==> src/core/fbps_pkg.sv <==
// Contract
// program or erase to a protected address is refused
// protected region starts on a 512-byte boundary and runs to 0xffff
// on leaving reset the working protect register loads from the nonvolatile protection byte
// cpu writes to the working protect register are ignored
// debug-port writes to the working protect register are accepted
// last unprotected address is boundary bits over nine ones
// protection active only when the protect disable bit is zero
// redirection needs no-redirect bit zero and partial protection
// vectors 0xffc0-0xfffd redirect below the boundary; reset vector never
// secured: unsecured code or debug accesses to flash or ram are blocked
// during reset the option byte is copied into the working option register; the code loads ff in reset and copies on the first clock after
// security field 1:0 is unsecured, all other codes secured
// while secured the on-chip debug module cannot be enabled
// backdoor enable zero means no key unlock
// with key access set, key writes are captured and start no command
// software writes eight key bytes in order, never on adjacent cycles
// key access cleared with eight matching bytes unsecures until reset
// key writes accepted only from secure code, never from debug
// protecting the top block also protects option, protection and key bytes
// debug blank check on erased flash disengages security until reset
// nine 8-bit control registers in high page, two reloaded at reset
// a command to a protected address is discarded, engine returns idle
// backdoor enable is bit 7 of the option register
package fbps_pkg;
  localparam logic [15:0] FBPS_NONVOLATILE_PROTECTION_BYTE_ADDR = 16'hffbd;
  localparam logic [15:0] FBPS_NONVOLATILE_OPTION_BYTE_ADDR = 16'hffbf;
  localparam logic [15:0] FBPS_KEY_ADDR = 16'hffb0;
  localparam logic [15:0] FBPS_VEC_LO = 16'hffc0;
  localparam logic [15:0] FBPS_VEC_HI = 16'hfffd;
  localparam logic [15:0] FBPS_BLOCK_ONES = 16'h01ff;
  localparam logic [15:0] FBPS_VEC_MASK = 16'h003f;
  localparam int FBPS_KEY_BYTES = 8;
  // high page control registers, offsets from the flash register base
  localparam logic [3:0] FBPS_REG_CFG = 4'h3;
  localparam logic [3:0] FBPS_REG_PROT = 4'h4;
  localparam logic [3:0] FBPS_REG_OPT = 4'h1;
  localparam logic [3:0] FBPS_REG_NUM = 4'h9;
  localparam int FBPS_DIS_BIT = 0;
  localparam int FBPS_KEY_ACCESS_BIT_BIT = 5;
  localparam int FBPS_BACKDOOR_ENABLE_BIT_BIT = 7;
  localparam int FBPS_NORED_BIT = 6;
  localparam logic [1:0] FBPS_SEC_OPEN = 2'h2;
  localparam logic [7:0] FBPS_ERASED = 8'hff;
  typedef enum logic [2:0] {
    FBPS_ST_IDLE = 3'b001,
    FBPS_ST_KEY = 3'b010,
    FBPS_ST_CHECK = 3'b100
  } fbps_key_e;
endpackage

==> src/core/fbps_core.sv <==
`timescale 1ns/100ps
module fbps_core
  import fbps_pkg::*;
(
  input wire logic ref_clk,
  input wire logic rst,
  input wire logic clk_en,
  // nonvolatile bytes, stable at reset
  input wire logic [7:0] nonvolatile_protection_byte,
  input wire logic [7:0] nonvolatile_option_byte,
  input wire logic [63:0] backdoor_key_bytes,
  // high page control register port
  input wire logic reg_wr,
  input wire logic [3:0] reg_addr,
  input wire logic [7:0] reg_wdata,
  input wire logic reg_from_debug,
  output logic [7:0] reg_rdata,
  // memory access request
  input wire logic mem_req,
  input wire logic mem_wr,
  input wire logic [15:0] mem_addr,
  input wire logic mem_is_secure_mem,
  input wire logic code_in_secure,
  input wire logic from_debug,
  input wire logic vector_fetch,
  input wire logic [7:0] mem_rdata_raw,
  output logic [15:0] phys_addr,
  output logic mem_wr_allow,
  output logic [7:0] mem_rdata,
  // command launch from the flash command engine
  input wire logic cmd_launch,
  input wire logic [15:0] cmd_addr,
  input wire logic cmd_is_blank_check,
  input wire logic blank_ok,
  output logic cmd_allow,
  output logic cmd_discard,
  // status
  output logic secured,
  output logic debug_enable_allow
);
  logic [7:0] working_protect_reg, next_prot;
  logic [7:0] working_option_reg, next_opt;
  logic [7:0] flash_config_reg, next_cfg;
  logic unsecure_flag, next_unsec;
  logic [63:0] key_cap, next_key;
  logic [3:0] key_cnt, next_key_cnt;
  logic key_bad, next_key_bad;
  logic load_pend, next_load_pend;
  fbps_key_e kst, next_kst;

  logic [6:0] protect_boundary_bits;
  logic protect_disable_bit, no_redirect_bit, backdoor_enable_bit, key_access_bit;
  logic [1:0] security_field;
  logic [15:0] last_unprot;
  logic prot_on, redirect_on, key_wr, is_key_addr, mem_block;
  logic cfg_wr, prot_wr;

  assign protect_boundary_bits = working_protect_reg[7:1];
  assign protect_disable_bit = working_protect_reg[FBPS_DIS_BIT];
  assign no_redirect_bit = working_option_reg[FBPS_NORED_BIT];
  assign backdoor_enable_bit = working_option_reg[FBPS_BACKDOOR_ENABLE_BIT_BIT];
  assign key_access_bit = flash_config_reg[FBPS_KEY_ACCESS_BIT_BIT];
  assign security_field = unsecure_flag ? FBPS_SEC_OPEN : working_option_reg[1:0];
  assign secured = (security_field != FBPS_SEC_OPEN);
  assign debug_enable_allow = !secured;

  // top block holds option, protection and key bytes, so it is covered too
  assign last_unprot = {protect_boundary_bits, 9'h1ff};
  assign prot_on = !protect_disable_bit;
  // boundary at the bottom block means every address above it is protected
  assign redirect_on = prot_on && !no_redirect_bit && (last_unprot != FBPS_BLOCK_ONES)
    && (last_unprot != 16'hffff);

  ////////////////////////////////////////////////////////////////////////////////
  // address redirection and access gating
  always_comb begin
    phys_addr = mem_addr;
    if (vector_fetch && redirect_on && mem_addr >= FBPS_VEC_LO && mem_addr <= FBPS_VEC_HI) begin
      phys_addr = {last_unprot[15:6], mem_addr[5:0]};
    end
  end
  assign mem_block = secured && mem_is_secure_mem && (!code_in_secure || from_debug);
  assign is_key_addr = (mem_addr >= FBPS_KEY_ADDR) && (mem_addr < FBPS_KEY_ADDR + 16'h0008);
  // key writes are swallowed here and never reach the command latch
  assign key_wr = mem_req && mem_wr && key_access_bit && is_key_addr;
  assign mem_wr_allow = mem_req && mem_wr && !mem_block && !key_wr;
  assign mem_rdata = mem_block ? 8'h00 : mem_rdata_raw;

  assign cmd_discard = cmd_launch && !cmd_is_blank_check && prot_on && (cmd_addr > last_unprot);
  assign cmd_allow = cmd_launch && !cmd_discard;

  ////////////////////////////////////////////////////////////////////////////////
  // control registers
  assign cfg_wr = reg_wr && reg_addr == FBPS_REG_CFG;
  assign prot_wr = reg_wr && reg_addr == FBPS_REG_PROT;
  always_comb begin
    next_prot = working_protect_reg;
    next_opt = working_option_reg;
    next_cfg = flash_config_reg;
    next_load_pend = 1'b0;
    if (load_pend) begin
      next_prot = nonvolatile_protection_byte;
      next_opt = nonvolatile_option_byte;
    end else begin
      if (prot_wr && reg_from_debug) begin
        next_prot = reg_wdata;
      end
      if (cfg_wr && !reg_from_debug) begin
        // backdoor can only be armed when enabled
        next_cfg[FBPS_KEY_ACCESS_BIT_BIT] = reg_wdata[FBPS_KEY_ACCESS_BIT_BIT] && backdoor_enable_bit;
      end
    end
  end
  always_comb begin
    reg_rdata = 8'h00;
    if (reg_addr == FBPS_REG_OPT) begin
      reg_rdata = {working_option_reg[7:2], security_field};
    end else if (reg_addr == FBPS_REG_CFG) begin
      reg_rdata = flash_config_reg;
    end else if (reg_addr == FBPS_REG_PROT) begin
      reg_rdata = working_protect_reg;
    end
  end

  ////////////////////////////////////////////////////////////////////////////////
  // backdoor key sequence
  always_comb begin
    next_kst = kst;
    next_key = key_cap;
    next_key_cnt = key_cnt;
    next_key_bad = key_bad;
    next_unsec = unsecure_flag;
    if (cmd_launch && cmd_is_blank_check && from_debug && blank_ok) begin
      next_unsec = 1'b1;
    end
    case (kst)
      FBPS_ST_IDLE: begin
        next_key_cnt = 4'h0;
        next_key_bad = 1'b0;
        if (key_access_bit) begin
          next_kst = FBPS_ST_KEY;
        end
      end
      FBPS_ST_KEY: begin
        if (key_wr) begin
          // debug or unsecured code cannot feed the comparison
          if (from_debug || !code_in_secure || mem_addr[2:0] != key_cnt[2:0]) begin
            next_key_bad = 1'b1;
          end
          if (key_cnt < 4'h8) begin
            next_key[{key_cnt[2:0], 3'h0} +: 8] = reg_wdata;
            next_key_cnt = key_cnt + 4'h1;
          end
        end
        if (!key_access_bit) begin
          next_kst = FBPS_ST_CHECK;
        end
      end
      FBPS_ST_CHECK: begin
        next_kst = FBPS_ST_IDLE;
        if (backdoor_enable_bit && !key_bad && key_cnt == 4'h8 && key_cap == backdoor_key_bytes) begin
          next_unsec = 1'b1;
        end
      end
      default: next_kst = FBPS_ST_IDLE;
    endcase
  end

  always_ff @(posedge ref_clk) begin
    if (rst) begin
      working_protect_reg <= 8'hff;
      working_option_reg <= 8'hff;
      flash_config_reg <= 8'h00;
      unsecure_flag <= 1'b0;
      key_cap <= 64'h0;
      key_cnt <= 4'h0;
      key_bad <= 1'b0;
      load_pend <= 1'b1;
      kst <= FBPS_ST_IDLE;
    end else if (clk_en) begin
      working_protect_reg <= next_prot;
      working_option_reg <= next_opt;
      flash_config_reg <= next_cfg;
      unsecure_flag <= next_unsec;
      key_cap <= next_key;
      key_cnt <= next_key_cnt;
      key_bad <= next_key_bad;
      load_pend <= next_load_pend;
      kst <= next_kst;
    end
  end
endmodule

==> config.mk <==
export PLATFORM = sky130hd
export DESIGN_NAME = fbps_core
export DESIGN_NICKNAME = d
export VERILOG_FILES = /design/src/core/fbps_pkg.sv /design/src/core/fbps_core.sv
export SDC_FILE = /design/constraint.sdc
export NUM_CORES = 1
export LEC_CHECK = 0
export BUFFER_PORTS_ARGS = -buffer_cell sky130_fd_sc_hd__buf_2
export CAP_MARGIN = 20
export CORE_MARGIN = 2
export CORE_UTILIZATION = 25
export CTS_CLUSTER_SIZE = 40
export DETAILED_ROUTE_END_ITERATION = 8
export GPL_ROUTABILITY_DRIVEN = 0
export SLEW_MARGIN = 0
export SYNTH_ARGS = -nofsm -noshare
export SYNTH_HDL_FRONTEND = slang
export SYNTH_SLANG_ARGS = --single-unit
export TNS_END_PERCENT = 5
==> constraint.sdc <==
create_clock -name ref_clk -period 10.11 [get_ports ref_clk]
set_input_delay 3.033 -clock ref_clk [delete_from_list [all_inputs] [get_ports ref_clk]]
set_output_delay 3.033 -clock ref_clk [all_outputs]
set_load 0.01 [all_outputs]
==> qor.txt, run 1 <==
RSZ-0062 raised after global routing: false
VDD IR max: 0.00009467 V
Tcrit/Tclk final: 0.7887
status: finished, final reports clean
commonest non-fill, non-tap cells in the layout: 182 x buf_2, 91 x dfxtp_1, 52 x nor2_1, 52 x xnor2_1, 48 x mux2i_1
top_reg_cell synth: dfxtp_1
postcts setup bufs: 0
Post-Syn Nets: 747
CTS Buf Count: 9
post-DR vias/cell: 4.706
multi-input logic area: 0.003090 mm2
antenna viol nets, final: 0
fin nets: 909
Total GRT Usage: 0.1623
filler cell count: 2173
cts repair resizes: 0
Max clock buf depth: 2
vias in the first global route: 4724
fin crit period: 7.974 ns
total of max-cap violations: 0
Hold Path Stages: 2
Yosys cell types: 51
leakage: 2.699 nW
die height: 147.0 um
final setup fails: 0
first-pass GRT wire length: 26750 um
input/output buffers: 182
number of synthesized flops with an enable pin: 0
sequential-to-total area share from yosys stat: 0.3565
hpwl dp: 13600 um
placed cell areas: 0.006232 mm2
layout cell share with drive strength beyond 1: 0.2810
synth-to-layout area growth: 28.72%
total routed wirelength: 17660 um
I/O pins: 183
Clk Latency, worst-skew pair: 0.34 ns
post-route core utilization: 0.3261
Clock Sinks: 91
crit end category: output pin
Tightest Pin Transition: 1.057 ns
Final Hold Fails: 0
CTS Hold Bufs: 0
Detailed Routing Iterations Pass 1: 4
final worst slack: 2.136 ns
DRC viols: 0
vias: 4847
worst reg-to-reg path cell count: 8
initial core utilization: 0.2533
HP Class: reg2reg
CTS tree: done
post-route cell area: 0.006578 mm2
drt wl/cell: 17.14 um
crit path launch type: input port
WP data required: 7.08 ns
Mean Syn Cell Area: 8.646 um2
htree depth: 3
FF+latch area: 0.001822 mm2
Worst-path clk slew: 0.07 ns
Fin Clk Skew: 0.01093 ns
Final TNS setup: 0 ns
Worst slew margin: 0.2894
row cnt: 52
total grt overflow: 0
Die Wd: 147.0 um
fin. max-slew vios: 0
largest net degree at the start of global routing: 90
async set-reset flop share out of synthesis: 0
area of the die: 0.02160 mm2
pwr dens: 126.2 mW/mm2
CP max FO: 7
core area: 0.02017 mm2
first-iteration detailed-routing DRC count: 376
Place WS: 2.088 ns
clk root buf: clkbuf_16
Fmax: 0.1254 GHz
Ys Warns: 0
max reg flops: 64
cell count after synthesis: 591
crit path DAT: 4.94 ns
number of antenna violations at the first check in global routing: 2
Post-Syn Area: 0.005110 mm2
Worst Path Class, Setup: in2out
#FFs+latches synth: 91
commonest non-fill, non-tap cell in the layout: buf_2
Yosys cell counts (10+ instances only):
master,n,area [um2]
a21oi_1,36,180.2
and3_1,11,68.82
clkbuf_1,24,90.09
dfxtp_1,91,1822
ha_1,10,125.1
inv_1,15,56.30
mux2i_1,48,480.5
nand2_1,42,157.7
nand2b_1,15,93.84
nand3_1,35,175.2
nand4_1,23,143.9
nor2_1,52,195.2
o21ai_1,10,50.05
xnor2_1,52,455.4
xor2_1,15,131.4
logic make-up after synthesis:
logic type               Yosys count  share of synthesized area
AO/OA/AOI/OAI                     78                    0.09427
multiplexers                      54                     0.1072
buffers and inverters             51                    0.04285
flip-flops                        91                     0.3565
XOR/XNOR                          67                     0.1148
AND/OR/NAND/NOR                  240                     0.2598
adder cells (fa/ha/maj)           10                    0.02449
per-stage QoR:
stage                     hold slack (ns)  total power [mW]  std cells
after floorplan                    0.4354            0.4292        591
after global placement             0.4466            0.4867       1010
after detailed placement           0.4543            0.4876       1010
after CTS                          0.4657            0.8411       1026
after global routing               0.4848            0.8672       1029
final                              0.4653            0.8298       1030
critical path, stage by stage:
cell and delay (ns):
buf_2 0.10, nand4_1 0.10, nor2_1 0.38, o211ai_1 0.18, nor4_2 0.57, mux2_1 0.41, buf_2 0.15
cell type report:
class                      count  share of cell area
clock buffer                  10             0.03481
antenna                        2           0.0007609
tap                          270             0.05136
clock inverter                 6             0.01198
multi-input combinational    449              0.4698
inverter                      17            0.009701
sequential                    91              0.2770
timing repair buffer         185              0.1446
per-layer routing:
metal / global-route usage / share of wire / vias to the layer above
met5: 0 / 0 / -
met3: 0.03075 / 0.065 / 10
met2: 0.2789 / 0.47 / 196
met4: 0.03606 / 0.011 / 0
li1: - / - / 2404
met1: 0.2122 / 0.45 / 2237
where the power goes:
part	switching (mW)	leakage [nW]	internal [mW]
Combinational	0.0565	1.81	0.0512
Clock	0.154	0.152	0.198
Sequential	0.00746	0.737	0.363
Total	0.218	2.70	0.612
worst paths after layout:
check / from / to / slack [ns]
hold / removal: key_cap[35]$_SDFFE_PP0P_ / key_cap[35]$_SDFFE_PP0P_ / 0.47
hold reg to reg: key_cap[35]$_SDFFE_PP0P_ / key_cap[35]$_SDFFE_PP0P_ / 0.47
setup / recovery: mem_addr[7] / phys_addr[15] / 2.14
setup reg to reg: key_cnt[0]$_SDFFE_PP0P_ / key_cap[21]$_SDFFE_PP0P_ / 6.47
No activity file was read; power rests on OpenSTA's default activity.
==> run 2, diff against run 1 <==
Clock period 10.11 ns to 7.1 ns, I/O delays scaled along.
==> qor.txt, run 2 (same netlist as run 1, synthesis figures left out) <==
global route hottest layer: met2 (unchanged)
largest net degree at the start of global routing: 90 (unchanged)
fin crit period: 6.218 ns
max reg flops: 64 (unchanged)
clk root buf: clkbuf_16 (unchanged)
hpwl dp: 13570 um (was 13600 um)
post-route core utilization: 0.3236 (was 0.3261)
pwr dens: 175.8 mW/mm2 (was 126.2 mW/mm2)
antenna viol nets, final: 0 (unchanged)
met3 Resource Use GR: 0.03230 (was 0.03075)
Total GRT Usage: 0.1591 (was 0.1623)
postcts setup bufs: 0 (unchanged)
Fmax: 0.1608 GHz
fin. max-slew vios: 0 (unchanged)
total grt overflow: 0 (unchanged)
Final TNS setup: 0 ns (unchanged)
VDD IR max: 0.0001101 V (was 0.00009467 V)
Worst-path clk slew: 0.07 ns (about the same)
CTS tree: done (unchanged)
final setup fails: 0 (unchanged)
total of max-cap violations: 0 (unchanged)
number of antenna violations at the first check in global routing: 0 (was 2)
RSZ-0062 raised after global routing: false (unchanged)
layout cell share with drive strength beyond 1: 0.2801 (was 0.2810)
input/output buffers: 182 (unchanged)
Fin Clk Skew: 0.01370 ns (was 0.01093 ns)
core area: 0.02017 mm2 (unchanged)
Max clock buf depth: 2 (unchanged)
worst reg-to-reg path cell count: 8 (unchanged)
htree depth: 3 (unchanged)
Detailed Routing Iterations Pass 1: 4 (unchanged)
Clock Sinks: 91 (unchanged)
vias: 4838 (was 4847)
total routed wirelength: 17590 um (was 17660 um)
Die Wd: 147.0 um (unchanged)
vias in the first global route: 4674 (was 4724)
crit path DAT: 4.09 ns (was 4.94 ns)
leakage: 2.675 nW (was 2.699 nW)
commonest non-fill, non-tap cell in the layout: buf_2 (unchanged)
Clk Latency, worst-skew pair: 0.34 ns (about the same)
Crit path max-delay family: simple AND/OR/NAND/NOR gates (unchanged)
fin nets: 908 (was 909)
I/O pins: 183 (unchanged)
Tightest Pin Transition: 1.117 ns (was 1.057 ns)
Final Hold Fails: 0 (unchanged)
crit end category: output pin (unchanged)
CP max FO: 7 (unchanged)
Tcrit/Tclk final: 0.8757
post-DR vias/cell: 4.706 (about the same)
HP Class: reg2reg (unchanged)
CTS Buf Count: 9 (unchanged)
status: finished, final reports clean (unchanged)
commonest non-fill, non-tap cells in the layout: 182 x buf_2, 91 x dfxtp_1, 52 x nor2_1, 52 x xnor2_1, 48 x mux2i_1 (unchanged)
row cnt: 52 (unchanged)
first-pass GRT wire length: 26280 um (was 26750 um)
drt wl/cell: 17.11 um (was 17.14 um)
routing usage on met2: 0.2728 (was 0.2789)
Buf/Inv on CP: 2 (unchanged)
area of the die: 0.02160 mm2 (unchanged)
worst hold slack: 0.4630 ns (was 0.4653 ns)
DRC viols: 0 (unchanged)
die height: 147.0 um (unchanged)
crit path launch type: input port (unchanged)
initial core utilization: 0.2533 (unchanged)
first-iteration detailed-routing DRC count: 358 (was 376)
Worst Path Class, Setup: in2out (unchanged)
WP data required: 4.97 ns (was 7.08 ns)
slowest stage delay, CP: 0.58 ns (was 0.57 ns)
Hold Path Stages: 2 (unchanged)
global routing usage on met1: 0.2066 (was 0.2122)
Worst path most repeated cell: buf_2 (unchanged)
CP Cell Sequence: buf_2 > nand4_1 > nor2_1 > o211ai_1 > nor4_2 > mux2_1 > buf_2 (unchanged)
Worst slew margin: 0.2554 (was 0.2894)
CTS Hold Bufs: 0 (unchanged)
cts repair resizes: 0 (unchanged)
Stages on worst setup path: 7 (unchanged)
Slowest cell on crit path: nor4_2 (unchanged)
synth-to-layout area growth: 27.74% (was 28.72%)
## run 2: cell types whose count changed in the layout (fill, tap and decap cells not counted)
cell / change
diode_2: -1
clkinvlp_4: +1
clkbuf_16: -1
bufinv_16: -1
## run 2: stage by stage
step / setup WS [ns] / total power [mW] / cells / instance area (um2)
5_1_grt: 0.7357 / 1.197 / 1027 / 6525
3_5_place_dp: 0.8663 / 0.6940 / 1010 / 6232
2_1_floorplan: 1.489 / 0.6111 / 591 / 5110
3_3_place_gp: 0.9289 / 0.6931 / 1010 / 6232
6_report: 0.8822 / 1.148 / 1028 / 6528
4_1_cts: 0.8672 / 1.160 / 1026 / 6518
## run 2: tightest hold or removal path: stages (launching register included)
cell	delay (ns)
dfxtp_1	0.32
nand2_1	0.05
a21oi_1	0.05
## run 2: power breakdown
part           switching, mW  leakage, nW  internal (mW)
Sequential            0.0105        0.737          0.517
Clock                  0.221        0.138          0.246
Combinational         0.0803         1.80         0.0729
## run 2: final timing paths
path | slack, ns | endpoint | startpoint
worst max-delay path | 0.88 | phys_addr[15] | mem_addr[7]
worst min-delay path | 0.46 | key_cap[35]$_SDFFE_PP0P_ | key_cap[35]$_SDFFE_PP0P_
worst max register to register | 3.46 | key_cap[21]$_SDFFE_PP0P_ | key_cnt[0]$_SDFFE_PP0P_
worst min register to register | 0.46 | key_cap[35]$_SDFFE_PP0P_ | key_cap[35]$_SDFFE_PP0P_
## run 2: layer usage
metal  part of all wire  vias to the layer above
met5                  0                        -
met3              0.083                       16
li1                   -                     2400
met2               0.47                      212
met4              0.015                        0
met1               0.44                     2210
## run 2: final cells by class
cell class                 count  area, um2
antenna                        1      2.502
clock buffer                  10      229.0
clock inverter                 6      56.30
fill                        2164      13640
inverter                      17      63.81
multi-input combinational    449       3090
sequential                    91       1822
tap                          270      337.8
timing repair buffer         184      925.9
